File: src/rtl/btm_defines.svh
// constants for the bus throughput and delay monitor
// assumes inclusion by the package, the monitor end and the bench
`ifndef BTM_DEFINES_SVH
`define BTM_DEFINES_SVH
// ****************************************
// register offsets (byte addresses)
// ****************************************
`define BTM_OFF_CTRL 12'h000
`define BTM_OFF_STATUS 12'h004
`define BTM_OFF_CYC_LO 12'h010
`define BTM_OFF_CYC_HI 12'h014
`define BTM_OFF_RDB_LO 12'h018
`define BTM_OFF_RDB_HI 12'h01c
`define BTM_OFF_WRB_LO 12'h020
`define BTM_OFF_WRB_HI 12'h024
`define BTM_OFF_RDREQ_LO 12'h028
`define BTM_OFF_RDREQ_HI 12'h02c
`define BTM_OFF_WRREQ_LO 12'h030
`define BTM_OFF_WRREQ_HI 12'h034
`define BTM_OFF_WRRSP_LO 12'h038
`define BTM_OFF_WRRSP_HI 12'h03c
`define BTM_OFF_DELAY 12'h040
// ****************************************
// control fields
// ****************************************
`define BTM_CTRL_START 0
`define BTM_CTRL_STOP 1
`define BTM_CTRL_WIDE 2
`define BTM_CTRL_SLOT_LSB 4
`define BTM_CTRL_RESET 32'h0000_0000
// ****************************************
// link shape
// ****************************************
`define BTM_SLOTS 4
`define BTM_DATA_W 64
`define BTM_STRB_W 8
`define BTM_LEN_W 8
`endif

File: src/rtl/btm_pkg.sv
// types for the bus throughput and delay monitor
// assumes btm_defines.svh is on the include path
package btm_pkg;
	`include "btm_defines.svh"
	// monitor command state
	typedef enum logic [2:0] {
		BTM_IDLE = 3'b001,
		BTM_RUN = 3'b010,
		BTM_HELD = 3'b100
	} btm_state_e;
	// one event counter
	typedef logic [63:0] btm_cnt_t;
endpackage

File: src/rtl/btm_if.sv
// interface joining the monitor and its controller
// assumes a shared pclk/presetn and one observed link per slot
`timescale 1ns/1ns
interface btm_if
	import btm_pkg::*;
(
	input wire logic pclk,
	input wire logic presetn
);
	// ****************************************
	// register port
	// ****************************************
	logic [11:0] paddr;
	logic psel;
	logic penable;
	logic pwrite;
	logic [31:0] pwdata;
	logic pready;
	logic pslverr;
	logic [31:0] prdata;
	// ****************************************
	// video markers routed in by the integrator
	// ****************************************
	logic source_frame_sync;
	logic display_vsync;
	modport mon
	(
		input pclk, presetn, paddr, psel, penable, pwrite, pwdata,
		input source_frame_sync, display_vsync,
		output pready, pslverr, prdata
	);
	modport ctl
	(
		input pclk, presetn, pready, pslverr, prdata,
		output paddr, psel, penable, pwrite, pwdata, source_frame_sync, display_vsync
	);
endinterface

File: src/rtl/btm_monitor.sv
// passive throughput and frame delay monitor, device end
// assumes pclk is the faster link clock and all inputs are synchronous to it
//
// Overview of operation
// - observe only read and write channels
// - never alter, delay or inject transactions
// - four slots; integrator attaches memory link
// - core clock is faster bus clock
// - count bytes, requests and write responses
// - count only between software start and end
// - cycle counter spans start to end
// - counter width selectable, 32 or 64
// - final metrics readable over register port
// - count only completed handshakes, strobes qualified
// - measure frame delay in clock cycles
// - frame sync starts, display vsync ends
// - integrator connects video signals
// - all registers behind the register slave
`timescale 1ns/1ns
`include "btm_defines.svh"
module btm_monitor
	import btm_pkg::*;
(
	btm_if.mon bus,
	input wire logic [`BTM_SLOTS-1:0] arvalid,
	input wire logic [`BTM_SLOTS-1:0] arready,
	input wire logic [`BTM_SLOTS*`BTM_LEN_W-1:0] arlen,
	input wire logic [`BTM_SLOTS-1:0] rvalid,
	input wire logic [`BTM_SLOTS-1:0] rready,
	input wire logic [`BTM_SLOTS-1:0] awvalid,
	input wire logic [`BTM_SLOTS-1:0] awready,
	input wire logic [`BTM_SLOTS-1:0] wvalid,
	input wire logic [`BTM_SLOTS-1:0] wready,
	input wire logic [`BTM_SLOTS*`BTM_STRB_W-1:0] wstrb,
	input wire logic [`BTM_SLOTS-1:0] bvalid,
	input wire logic [`BTM_SLOTS-1:0] bready,
	output logic running,
	output logic delay_valid
);
	// ****************************************
	// helpers
	// ****************************************
	// number of set strobe bits, i.e. bytes in one beat
	function automatic logic [3:0] strb_bytes(input logic [`BTM_STRB_W-1:0] s);
		logic [3:0] n;
		n = 4'h0;
		for (int i = 0; i < `BTM_STRB_W; i++)
		begin
			n = n + {3'h0, s[i]};
		end
		return n;
	endfunction
	// counter step honouring the selected width
	function automatic btm_cnt_t bump(input btm_cnt_t c, input btm_cnt_t d, input logic wide);
		btm_cnt_t s;
		s = c + d;
		return wide ? s : {32'h0, s[31:0]};
	endfunction
	// ****************************************
	// state and registers
	// ****************************************
	btm_state_e state_reg; // run state
	logic wide_reg; // 64-bit counters when set
	logic [1:0] slot_reg; // slot under observation
	btm_cnt_t cyc_reg; // elapsed cycles
	btm_cnt_t rdb_reg; // bytes read
	btm_cnt_t wrb_reg; // bytes written
	btm_cnt_t rdreq_reg; // read requests
	btm_cnt_t wrreq_reg; // write requests
	btm_cnt_t wrrsp_reg; // write responses
	logic [31:0] dly_cnt_reg; // running frame delay count
	logic [31:0] dly_reg; // last finished delay
	logic dly_busy_reg; // waiting for display vsync
	logic fs_d_reg; // previous frame sync
	logic vs_d_reg; // previous vsync
	logic [31:0] prdata_reg; // read data
	logic pready_reg; // access answer
	logic pslverr_reg; // unmapped answer
	logic wr_go; // write phase of access
	logic start_cmd; // software start
	logic stop_cmd; // software end
	logic cnt_en; // counting window
	// one wait state: pready rises the cycle after access is seen
	assign wr_go = bus.psel && bus.penable && bus.pwrite && !pready_reg;
	assign start_cmd = wr_go && bus.paddr == `BTM_OFF_CTRL && bus.pwdata[`BTM_CTRL_START];
	assign stop_cmd = wr_go && bus.paddr == `BTM_OFF_CTRL && bus.pwdata[`BTM_CTRL_STOP];
	assign cnt_en = state_reg == BTM_RUN;
	// ****************************************
	// run control
	// ****************************************
	// start wins if both bits are written together
	always_ff @(posedge bus.pclk or negedge bus.presetn)
	begin
		if (!bus.presetn)
			state_reg <= BTM_IDLE;
		else if (start_cmd)
			state_reg <= BTM_RUN;
		else if (stop_cmd && state_reg == BTM_RUN)
			state_reg <= BTM_HELD;
	end
	// configuration, ignored while counting so width cannot change mid run
	always_ff @(posedge bus.pclk or negedge bus.presetn)
	begin
		if (!bus.presetn)
		begin
			wide_reg <= 1'b0;
			slot_reg <= 2'h0;
		end
		else if (wr_go && bus.paddr == `BTM_OFF_CTRL && !cnt_en)
		begin
			wide_reg <= bus.pwdata[`BTM_CTRL_WIDE];
			slot_reg <= bus.pwdata[`BTM_CTRL_SLOT_LSB +: 2];
		end
	end
	// ****************************************
	// event counters, inputs are only read
	// ****************************************
	// nothing is driven back onto the observed link
	always_ff @(posedge bus.pclk or negedge bus.presetn)
	begin
		if (!bus.presetn)
		begin
			cyc_reg <= 64'h0;
			rdb_reg <= 64'h0;
			wrb_reg <= 64'h0;
			rdreq_reg <= 64'h0;
			wrreq_reg <= 64'h0;
			wrrsp_reg <= 64'h0;
		end
		else if (start_cmd)
		begin
			cyc_reg <= 64'h0;
			rdb_reg <= 64'h0;
			wrb_reg <= 64'h0;
			rdreq_reg <= 64'h0;
			wrreq_reg <= 64'h0;
			wrrsp_reg <= 64'h0;
		end
		else if (cnt_en)
		begin
			cyc_reg <= bump(cyc_reg, 64'h1, wide_reg);
			if (arvalid[slot_reg] && arready[slot_reg])
				rdreq_reg <= bump(rdreq_reg, 64'h1, wide_reg);
			if (rvalid[slot_reg] && rready[slot_reg])
				rdb_reg <= bump(rdb_reg, 64'(`BTM_STRB_W), wide_reg);
			if (awvalid[slot_reg] && awready[slot_reg])
				wrreq_reg <= bump(wrreq_reg, 64'h1, wide_reg);
			if (wvalid[slot_reg] && wready[slot_reg])
				wrb_reg <= bump(wrb_reg, {60'h0, strb_bytes(wstrb[slot_reg*`BTM_STRB_W +: `BTM_STRB_W])}, wide_reg);
			if (bvalid[slot_reg] && bready[slot_reg])
				wrrsp_reg <= bump(wrrsp_reg, 64'h1, wide_reg);
		end
	end
	// ****************************************
	// frame delay
	// ****************************************
	// rising frame sync opens, rising vsync closes; a new sync restarts
	always_ff @(posedge bus.pclk or negedge bus.presetn)
	begin
		if (!bus.presetn)
		begin
			fs_d_reg <= 1'b0;
			vs_d_reg <= 1'b0;
			dly_busy_reg <= 1'b0;
			dly_cnt_reg <= 32'h0;
			dly_reg <= 32'h0;
			delay_valid <= 1'b0;
		end
		else
		begin
			fs_d_reg <= bus.source_frame_sync;
			vs_d_reg <= bus.display_vsync;
			if (bus.source_frame_sync && !fs_d_reg)
			begin
				dly_busy_reg <= 1'b1;
				dly_cnt_reg <= 32'h1;
			end
			else if (dly_busy_reg && bus.display_vsync && !vs_d_reg)
			begin
				dly_busy_reg <= 1'b0;
				dly_reg <= dly_cnt_reg;
				delay_valid <= 1'b1;
			end
			else if (dly_busy_reg)
				dly_cnt_reg <= dly_cnt_reg + 32'h1;
		end
	end
	// ****************************************
	// register slave
	// ****************************************
	// read mux, high halves read zero in 32-bit mode by construction
	always_ff @(posedge bus.pclk or negedge bus.presetn)
	begin
		if (!bus.presetn)
		begin
			pready_reg <= 1'b0;
			pslverr_reg <= 1'b0;
			prdata_reg <= 32'h0;
		end
		else if (bus.psel && bus.penable && !pready_reg)
		begin
			pready_reg <= 1'b1;
			pslverr_reg <= 1'b0;
			prdata_reg <= 32'h0;
			case (bus.paddr)
				`BTM_OFF_CTRL: prdata_reg <= {26'h0, slot_reg, 1'b0, wide_reg, 2'h0};
				`BTM_OFF_STATUS: prdata_reg <= {29'h0, state_reg};
				`BTM_OFF_CYC_LO: prdata_reg <= cyc_reg[31:0];
				`BTM_OFF_CYC_HI: prdata_reg <= cyc_reg[63:32];
				`BTM_OFF_RDB_LO: prdata_reg <= rdb_reg[31:0];
				`BTM_OFF_RDB_HI: prdata_reg <= rdb_reg[63:32];
				`BTM_OFF_WRB_LO: prdata_reg <= wrb_reg[31:0];
				`BTM_OFF_WRB_HI: prdata_reg <= wrb_reg[63:32];
				`BTM_OFF_RDREQ_LO: prdata_reg <= rdreq_reg[31:0];
				`BTM_OFF_RDREQ_HI: prdata_reg <= rdreq_reg[63:32];
				`BTM_OFF_WRREQ_LO: prdata_reg <= wrreq_reg[31:0];
				`BTM_OFF_WRREQ_HI: prdata_reg <= wrreq_reg[63:32];
				`BTM_OFF_WRRSP_LO: prdata_reg <= wrrsp_reg[31:0];
				`BTM_OFF_WRRSP_HI: prdata_reg <= wrrsp_reg[63:32];
				`BTM_OFF_DELAY: prdata_reg <= dly_reg;
				default: pslverr_reg <= 1'b1; // unmapped
			endcase
		end
		else
		begin
			pready_reg <= 1'b0;
			pslverr_reg <= 1'b0;
		end
	end
	// status pin mirrors run state
	always_ff @(posedge bus.pclk or negedge bus.presetn)
	begin
		if (!bus.presetn)
			running <= 1'b0;
		else
			running <= cnt_en;
	end
	assign bus.pready = pready_reg;
	assign bus.pslverr = pslverr_reg;
	assign bus.prdata = prdata_reg;
endmodule

File: src/flat_wrapper.sv
// flat-port wrapper written by rule: the top's interface ports become plain ports
module btm_monitor_flat import btm_pkg::*;
  (arvalid, arready, arlen, rvalid, rready, awvalid, awready, wvalid, wready, wstrb, bvalid, bready, running, delay_valid, pclk, presetn, bus_paddr, bus_psel, bus_penable, bus_pwrite, bus_pwdata, bus_source_frame_sync, bus_display_vsync, bus_pready, bus_pslverr, bus_prdata);
  btm_if bus_i (.pclk(pclk), .presetn(presetn));
  input wire logic [`BTM_SLOTS-1:0] arvalid;
  input wire logic [`BTM_SLOTS-1:0] arready;
  input wire logic [`BTM_SLOTS*`BTM_LEN_W-1:0] arlen;
  input wire logic [`BTM_SLOTS-1:0] rvalid;
  input wire logic [`BTM_SLOTS-1:0] rready;
  input wire logic [`BTM_SLOTS-1:0] awvalid;
  input wire logic [`BTM_SLOTS-1:0] awready;
  input wire logic [`BTM_SLOTS-1:0] wvalid;
  input wire logic [`BTM_SLOTS-1:0] wready;
  input wire logic [`BTM_SLOTS*`BTM_STRB_W-1:0] wstrb;
  input wire logic [`BTM_SLOTS-1:0] bvalid;
  input wire logic [`BTM_SLOTS-1:0] bready;
  output logic running;
  output logic delay_valid;
  input wire logic pclk;
  input wire logic presetn;
  input wire logic [$bits(bus_i.paddr)-1:0] bus_paddr;
  input wire logic [$bits(bus_i.psel)-1:0] bus_psel;
  input wire logic [$bits(bus_i.penable)-1:0] bus_penable;
  input wire logic [$bits(bus_i.pwrite)-1:0] bus_pwrite;
  input wire logic [$bits(bus_i.pwdata)-1:0] bus_pwdata;
  input wire logic [$bits(bus_i.source_frame_sync)-1:0] bus_source_frame_sync;
  input wire logic [$bits(bus_i.display_vsync)-1:0] bus_display_vsync;
  output wire logic [$bits(bus_i.pready)-1:0] bus_pready;
  output wire logic [$bits(bus_i.pslverr)-1:0] bus_pslverr;
  output wire logic [$bits(bus_i.prdata)-1:0] bus_prdata;
  assign bus_i.paddr = bus_paddr;
  assign bus_i.psel = bus_psel;
  assign bus_i.penable = bus_penable;
  assign bus_i.pwrite = bus_pwrite;
  assign bus_i.pwdata = bus_pwdata;
  assign bus_i.source_frame_sync = bus_source_frame_sync;
  assign bus_i.display_vsync = bus_display_vsync;
  assign bus_pready = bus_i.pready;
  assign bus_pslverr = bus_i.pslverr;
  assign bus_prdata = bus_i.prdata;
  btm_monitor u_core (.bus(bus_i), .arvalid(arvalid), .arready(arready), .arlen(arlen), .rvalid(rvalid), .rready(rready), .awvalid(awvalid), .awready(awready), .wvalid(wvalid), .wready(wready), .wstrb(wstrb), .bvalid(bvalid), .bready(bready), .running(running), .delay_valid(delay_valid));
endmodule
File: config.mk
export PLATFORM = sky130hd
export DESIGN_NAME = btm_monitor_flat
export DESIGN_NICKNAME = d
export VERILOG_FILES = /design/src/rtl/btm_pkg.sv /design/src/rtl/btm_if.sv /design/src/rtl/btm_monitor.sv /design/src/flat_wrapper.sv
export VERILOG_INCLUDE_DIRS = /design/src /design/src/rtl
export SDC_FILE = /design/constraint.sdc
export NUM_CORES = 1
export LEC_CHECK = 0
export CELL_PAD_IN_SITES_DETAIL_PLACEMENT = 0
export CELL_PAD_IN_SITES_GLOBAL_PLACEMENT = 1
export CORE_UTILIZATION = 40
export DETAILED_ROUTE_END_ITERATION = 12
export DONT_BUFFER_PORTS = 1
export PLACE_DENSITY_LB_ADDON = 0.1
export SYNTH_ARGS = -nofsm -noshare
export SYNTH_HDL_FRONTEND = slang
export SYNTH_SLANG_ARGS = --single-unit
File: constraint.sdc
create_clock -name pclk -period 6.7 [get_ports pclk]
set_clock_uncertainty 0.15 [all_clocks]
set_input_delay 0.67 -clock pclk [delete_from_list [all_inputs] [get_ports pclk]]
set_output_delay 0.67 -clock pclk [all_outputs]
set_load 0.02 [all_outputs]
**Yosys cells after proc, flatten, opt, wreduce, memory -nomap -nowiden**

Cells that the tools add are included.

- Reduce and logical (&&, ||, !) cells: 39
- Bitwise gates (word level): 1
- $add $sub $neg: 14
- $lt $le $gt $ge: 1
- Shift operators: 1
- Multiplexer cells: 54
- Eq/ne operators: 16

Operators by type and width:

| kind | count |
|---|---|
| $mux 64 | 23 |
| $pmux 32 s15 | 1 |
| $add 64x1->64 const B | 4 |
| $eq 12x6->1 const B | 8 |
| $mux 32 | 3 |
| $add 64x4->64 | 1 |
| $add 64x4->64 const B | 1 |
| $eq 12x5->1 const B | 4 |
| $add 32x1->32 const B | 1 |
| $shiftx 32x6->8 | 1 |
| $add 4x1->4 | 6 |
| $bmux 1 s2 | 10 |
| $reduce_bool 2->1 | 9 |
| $logic_and 1x1->1 | 17 |
| $mux 1 | 15 |
| $reduce_or 15->1 | 1 |
| $reduce_and 2->1 | 7 |
| $eq 12x3->1 const B | 1 |
| $eq 12x7->1 const B | 1 |
| $logic_not 12->1 | 1 |
| $mux 3 | 2 |
| $logic_not 1->1 | 4 |
| $eq 3x2->1 const B | 1 |
| $lt 2x3->1 const B | 1 |
| 3 further kinds | 3 |

- Input bits: 155
- Logic and storage cells: 145
- Register bits after elaboration: 493
- Output and inout port bits: 36

**Longest topological paths before layout**

- Depth after elaboration: 13
- Depth in mapped cells: 19
- Depth with buffers taken out: 16

**Worst setup path after synthesis**

Ideal clock, no wire load.

- Path kind: reg2reg
- Start point: register u_core.slot_reg[0]
- End point: register u_core.wrb_reg[62]
- Setup slack: 1.048 ns
- Period minus slack after synthesis: 5.652 ns
- Buffers on the path: 1
- Cell stages (with the launch flop): 17
- Data arrival time: 5.424 ns
- Cells stage by stage: dfrtp_1 > buf_2 > mux4_2 > ha_1 > fa_1 > inv_1 > fa_1 > fa_1 > fa_1 > xnor2_1 > ha_1 > a21o_1 > a21oi_1 > or3_1 > a2111o_1 > or4_1 > a21oi_1

- Word-level cells in the longest chain between the ends: 13

Ends and longest elaborated chain:

| item | RTL line | source |
|---|---|---|
| from (decl) | btm_monitor.sv:64 | `logic [1:0] slot_reg;` |
| from (signal assigned) | btm_monitor.sv:112 | `` slot_reg <= bus.pwdata[`BTM_CTRL_SLOT_LSB +: 2]; `` |
| $shiftx 32x6->8 | btm_monitor.sv:149 | `` wrb_reg <= bump(wrb_reg, {60'h0, strb_bytes(wstrb[slot_reg*`BTM_STRB_W +: `BTM_STRB_W])}, wide_reg); `` |
| $add 1x1->2 | btm_monitor.sv:49 | `n = n + {3'h0, s[i]};` |
| $add 4x1->4 (6 in a row) | btm_monitor.sv:49 |  |
| $add 64x4->64 | btm_monitor.sv:56 | `s = c + d;` |
| $mux 64 | btm_monitor.sv:57 | `return wide ? s : {32'h0, s[31:0]};` |
| $mux 64 | btm_monitor.sv:148 | `if (wvalid[slot_reg] && wready[slot_reg])` |
| $mux 64 | btm_monitor.sv:139 | `else if (cnt_en)` |
| $mux 64 | btm_monitor.sv:130 | `else if (start_cmd)` |
| to (signal assigned) | btm_monitor.sv:149 |  |
| to (decl) | btm_monitor.sv:67 | `btm_cnt_t wrb_reg;` |

Several ways; a longest one is shown, not always the timed one. The select of a mux whose other input is x is not followed.
A chain may end at the register's enable or synchronous reset.

**Final worst setup path**

- Start point: register u_core.slot_reg[0]
- End point: register u_core.wrb_reg[39]

The elaborated chain is that of the path after synthesis.

==> impl_summary.log <==
[metrics] worst endpoint data arrival time: 6.46 ns
[metrics] Detail Placement HPWL: 98340 µm
[metrics] Total Power Consumption: 6846 µW
[metrics] Skew-Pair Late Insertion Delay: 0.67 ns
[metrics] Chip Width: 275.5 µm
[metrics] post-synthesis cell type with the largest combined area: sky130_fd_sc_hd__dfrtp_1
[metrics] Synth Warn #: 0
[metrics] share of the yosys chip area belonging to registers: 40.98%
[metrics] CTS Buf Count: 59
[metrics] remaining global-route overflow: 0
[metrics] number of distinct library cell variants in the gate-level netlist after synthesis: 104
[metrics] fin crit share: 90.20%
[metrics] top area cells in the synthesized netlist: sky130_fd_sc_hd__dfrtp_1, sky130_fd_sc_hd__nor2_1, sky130_fd_sc_hd__xnor2_1
[metrics] most frequent cells in the layout: sky130_fd_sc_hd__dfrtp_1, sky130_fd_sc_hd__nor2_1, sky130_fd_sc_hd__nand2_1, sky130_fd_sc_hd__nand3_1
[metrics] Netlist Area Pre-Place: 0.02992 mm²
[metrics] number of buffers inserted to repair setup after CTS: 0
[metrics] number of antenna violations at the first check in global routing: 7
[metrics] row cnt: 99
[metrics] DRC errors left: 0
[metrics] Final Cell Area: 0.03280 mm²
[metrics] fraction of layout cells with a size suffix above 1: 8.582%
[metrics] final std cells w/o fill: 4281
[metrics] sort of element at the start of the critical path: flip-flop
[metrics] most used flip-flop cell after synthesis: sky130_fd_sc_hd__dfrtp_1
[metrics] Post-Place Cell Area: 0.03078 mm²
[metrics] clock network fraction of design power: 49.0%
[metrics] maximum ir drop on the vdd rail: 0.2121 mV
[metrics] register share of total power: 46.6%
[metrics] Rel. slew slack: 15.80%
[metrics] total track usage: 34.89%
[metrics] Routability Congestion: 1.011
[metrics] highest net fanout along the worst path: 18
[metrics] Resize count post-CTS: 0
[metrics] violations in the final reports: negative hold slack
[metrics] via count of the routed design: 28587
[metrics] top cell type's share of synthesized area: 40.90%
[metrics] pin count of the biggest net entering global routing: 491
[metrics] cell count after synthesis: 3364
[metrics] Cell Pwr Density: 208.7 mW/mm²
[metrics] routed wire length per instance: 31.28 µm
[metrics] via density per instance: 6.678
[metrics] async set or reset register ratio after synthesis: 100.0%
[metrics] CTS Root Cell: sky130_fd_sc_hd__clkbuf_16
[metrics] clock transition at the registers of the reported paths: 0.06 ns
[metrics] Mapped Nets: 3537
[metrics] vias in the first global route: 26597
[metrics] Setup crit end kind: flip-flop
[metrics] outcome: finished, violations left
[metrics] Hold/Removal Path Class: input port to asynchronous set/reset pin
[metrics] most frequent standard cell in the layout excluding fill and tap cells: sky130_fd_sc_hd__dfrtp_1
[metrics] maximum clock path buffer count: 3
[metrics] post-placement cell count: 4169
[metrics] CTS tree: built
[metrics] shortest period the worst path allows: 6.044 ns
[metrics] Setup violations, final: 0
[metrics] count of max-cap constraint violations: 0
[metrics] initial detailed-routing violation count: 3378
[metrics] I/O pin count: 191
[metrics] RSZ-0062 raised after global routing: no
[metrics] Data required, critical path: 7.12 ns
[metrics] post-route ant nets: 0
[metrics] number of detailed-route iterations in the first pass: 6
[metrics] Sum Neg Setup Slack: 0 ns
[metrics] net count reported at finish: 3448
[metrics] Fmax: 165.5 MHz
[metrics] number of enable-type register cells in the synthesized netlist: 0
[metrics] switching component of the power: 1746 µW
[metrics] switching fraction of total power: 25.51%
[metrics] area delta synth->final: 9.622%
[metrics] Avg Cell Area, Syn: 8.895 µm²
[metrics] die span in y: 275.5 µm
[metrics] standard cell core area: 0.07345 mm²
[metrics] final number of max-transition violations: 0
[metrics] Power Internal: 5100 µW
[metrics] worst hold slack across all endpoints: -0.4012 ns
[metrics] proportion of power drawn by combinational gates: 4.4%
[metrics] # port buffers: 0
[metrics] first-pass GRT wire length: 192300 µm
[metrics] count of final hold-check violations: 489
[metrics] effective utilization at floorplan: 40.73%
[metrics] routed wire length: 133900 µm
[metrics] startpoint-to-endpoint class of the critical path: flip-flop to flip-flop
[metrics] Die ar.: 0.07590 mm²
[metrics] transition at the pin with the smallest max-transition slack: 1.251 ns
[metrics] leak pwr: 0.01296 µW
[metrics] cts hold-fix bufs: 4
[metrics] H-tree level count: 2
[metrics] total clock sinks: 490
[metrics] FF+latch count, synth: 490
critical path, cell delays in order (launching register included):
cell	delay, ns
sky130_fd_sc_hd__dfrtp_1	0.49
sky130_fd_sc_hd__mux4_2	0.54
sky130_fd_sc_hd__ha_1	0.33
sky130_fd_sc_hd__fa_1	0.53
sky130_fd_sc_hd__inv_1	0.05
sky130_fd_sc_hd__fa_1	0.51
sky130_fd_sc_hd__fa_1	0.47
sky130_fd_sc_hd__fa_1	0.40
sky130_fd_sc_hd__xnor2_1	0.14
sky130_fd_sc_hd__ha_1	0.36
sky130_fd_sc_hd__o21a_1	0.17
sky130_fd_sc_hd__a21oi_1	0.10
sky130_fd_sc_hd__or2_1	0.54
sky130_fd_sc_hd__a2111o_1	0.62
sky130_fd_sc_hd__or3_1	0.38
sky130_fd_sc_hd__a21oi_1	0.17
through the flow:
| stage | worst slack [ns] | util [%] |
|---|---|---|
| after global placement | 0.6650 | 41.90 |
| final | 0.6563 | 44.65 |
| after floorplan | 1.048 | - |
| after global routing | 0.4594 | 44.65 |
| after CTS | 0.6516 | 44.65 |
| after detailed placement | 0.5882 | 41.90 |
Yosys cell counts (58+ instances only):
| cell | n |
|---|---|
| sky130_fd_sc_hd__clkbuf_1 | 153 |
| sky130_fd_sc_hd__dfrtp_1 | 489 |
| sky130_fd_sc_hd__nand3_1 | 200 |
| sky130_fd_sc_hd__mux2i_1 | 69 |
| sky130_fd_sc_hd__a31oi_1 | 72 |
| sky130_fd_sc_hd__nor2_1 | 397 |
| sky130_fd_sc_hd__a22oi_1 | 58 |
| sky130_fd_sc_hd__nand4_1 | 153 |
| sky130_fd_sc_hd__a21oi_1 | 154 |
| sky130_fd_sc_hd__nor3_1 | 87 |
| sky130_fd_sc_hd__xnor2_1 | 133 |
| sky130_fd_sc_hd__xor2_1 | 116 |
| sky130_fd_sc_hd__nor4_1 | 63 |
| sky130_fd_sc_hd__nand2_1 | 292 |
| sky130_fd_sc_hd__o21ai_0 | 133 |
| sky130_fd_sc_hd__and3_1 | 66 |
cell type report:
type,count,area (µm²)
fill,7199,40650
clock inverter,29,337.8
tap,959,1200
multi-input combinational,2620,16730
clock buffer,78,1639
inverter,51,191.4
sequential,490,12260
timing repair buffer,53,432.9
antenna,1,2.502
kinds of logic (layout without fill, tap and decap cells):
family	after synthesis	in the layout	synth area share, %
compound gates	689	689	15.40
xor+xnor	249	249	7.289
fa+ha+maj	18	18	0.8782
buf+inv	254	211	3.345
flops	490	490	40.98
mux	138	138	5.582
other cells	0	1	0
simple gates	1526	1526	26.52
routing by layer:
metal  vias to the layer above  wire (µm)  part of all wire [%]  global-route usage, %
met2                      1528      57130                    43                  51.68
li1                      12321          -                     -                      -
met1                     14411      56340                    42                  47.79
met4                         4       7678                   5.7                  17.07
met5                         -         24                 0.018                      0
met3                       323      12730                   9.5                  8.047
power groups by stage:
stage                     sequential (µW)  combinational [µW]  clock (µW)
after detailed placement             3240                 288           0
final                                3190                 299        3360
after floorplan                      3160                 226           0
after global routing                 3190                 317        3500
after global placement               3240                 282           0
after CTS                            3190                 291        3400
path summary, 6_finish.rpt:
kind | start | to | slack [ns] | depth (start not counted)
setup / recovery | u_core.slot_reg[0]$_DFFE_PN0P_ | u_core.wrb_reg[39]$_DFFE_PN0P_ | 0.66 | 15
max in group asynchronous | presetn | u_core.wrrsp_reg[32]$_DFFE_PN0P_ | 5.87 | 0
setup reg to reg | u_core.slot_reg[0]$_DFFE_PN0P_ | u_core.wrb_reg[39]$_DFFE_PN0P_ | 0.66 | 15
min in group pclk | bus_pwdata[2] | u_core.wide_reg$_DFFE_PN0P_ | 0.03 | 2
hold reg to reg | u_core.state_reg[0]$_DFFE_PN1P_ | u_core.state_reg[0]$_DFFE_PN1P_ | 0.38 | 1
hold / removal | presetn | u_core.rdb_reg[56]$_DFFE_PN0P_ | -0.40 | 0
Note: power is estimated with default switching activity, not from simulation.
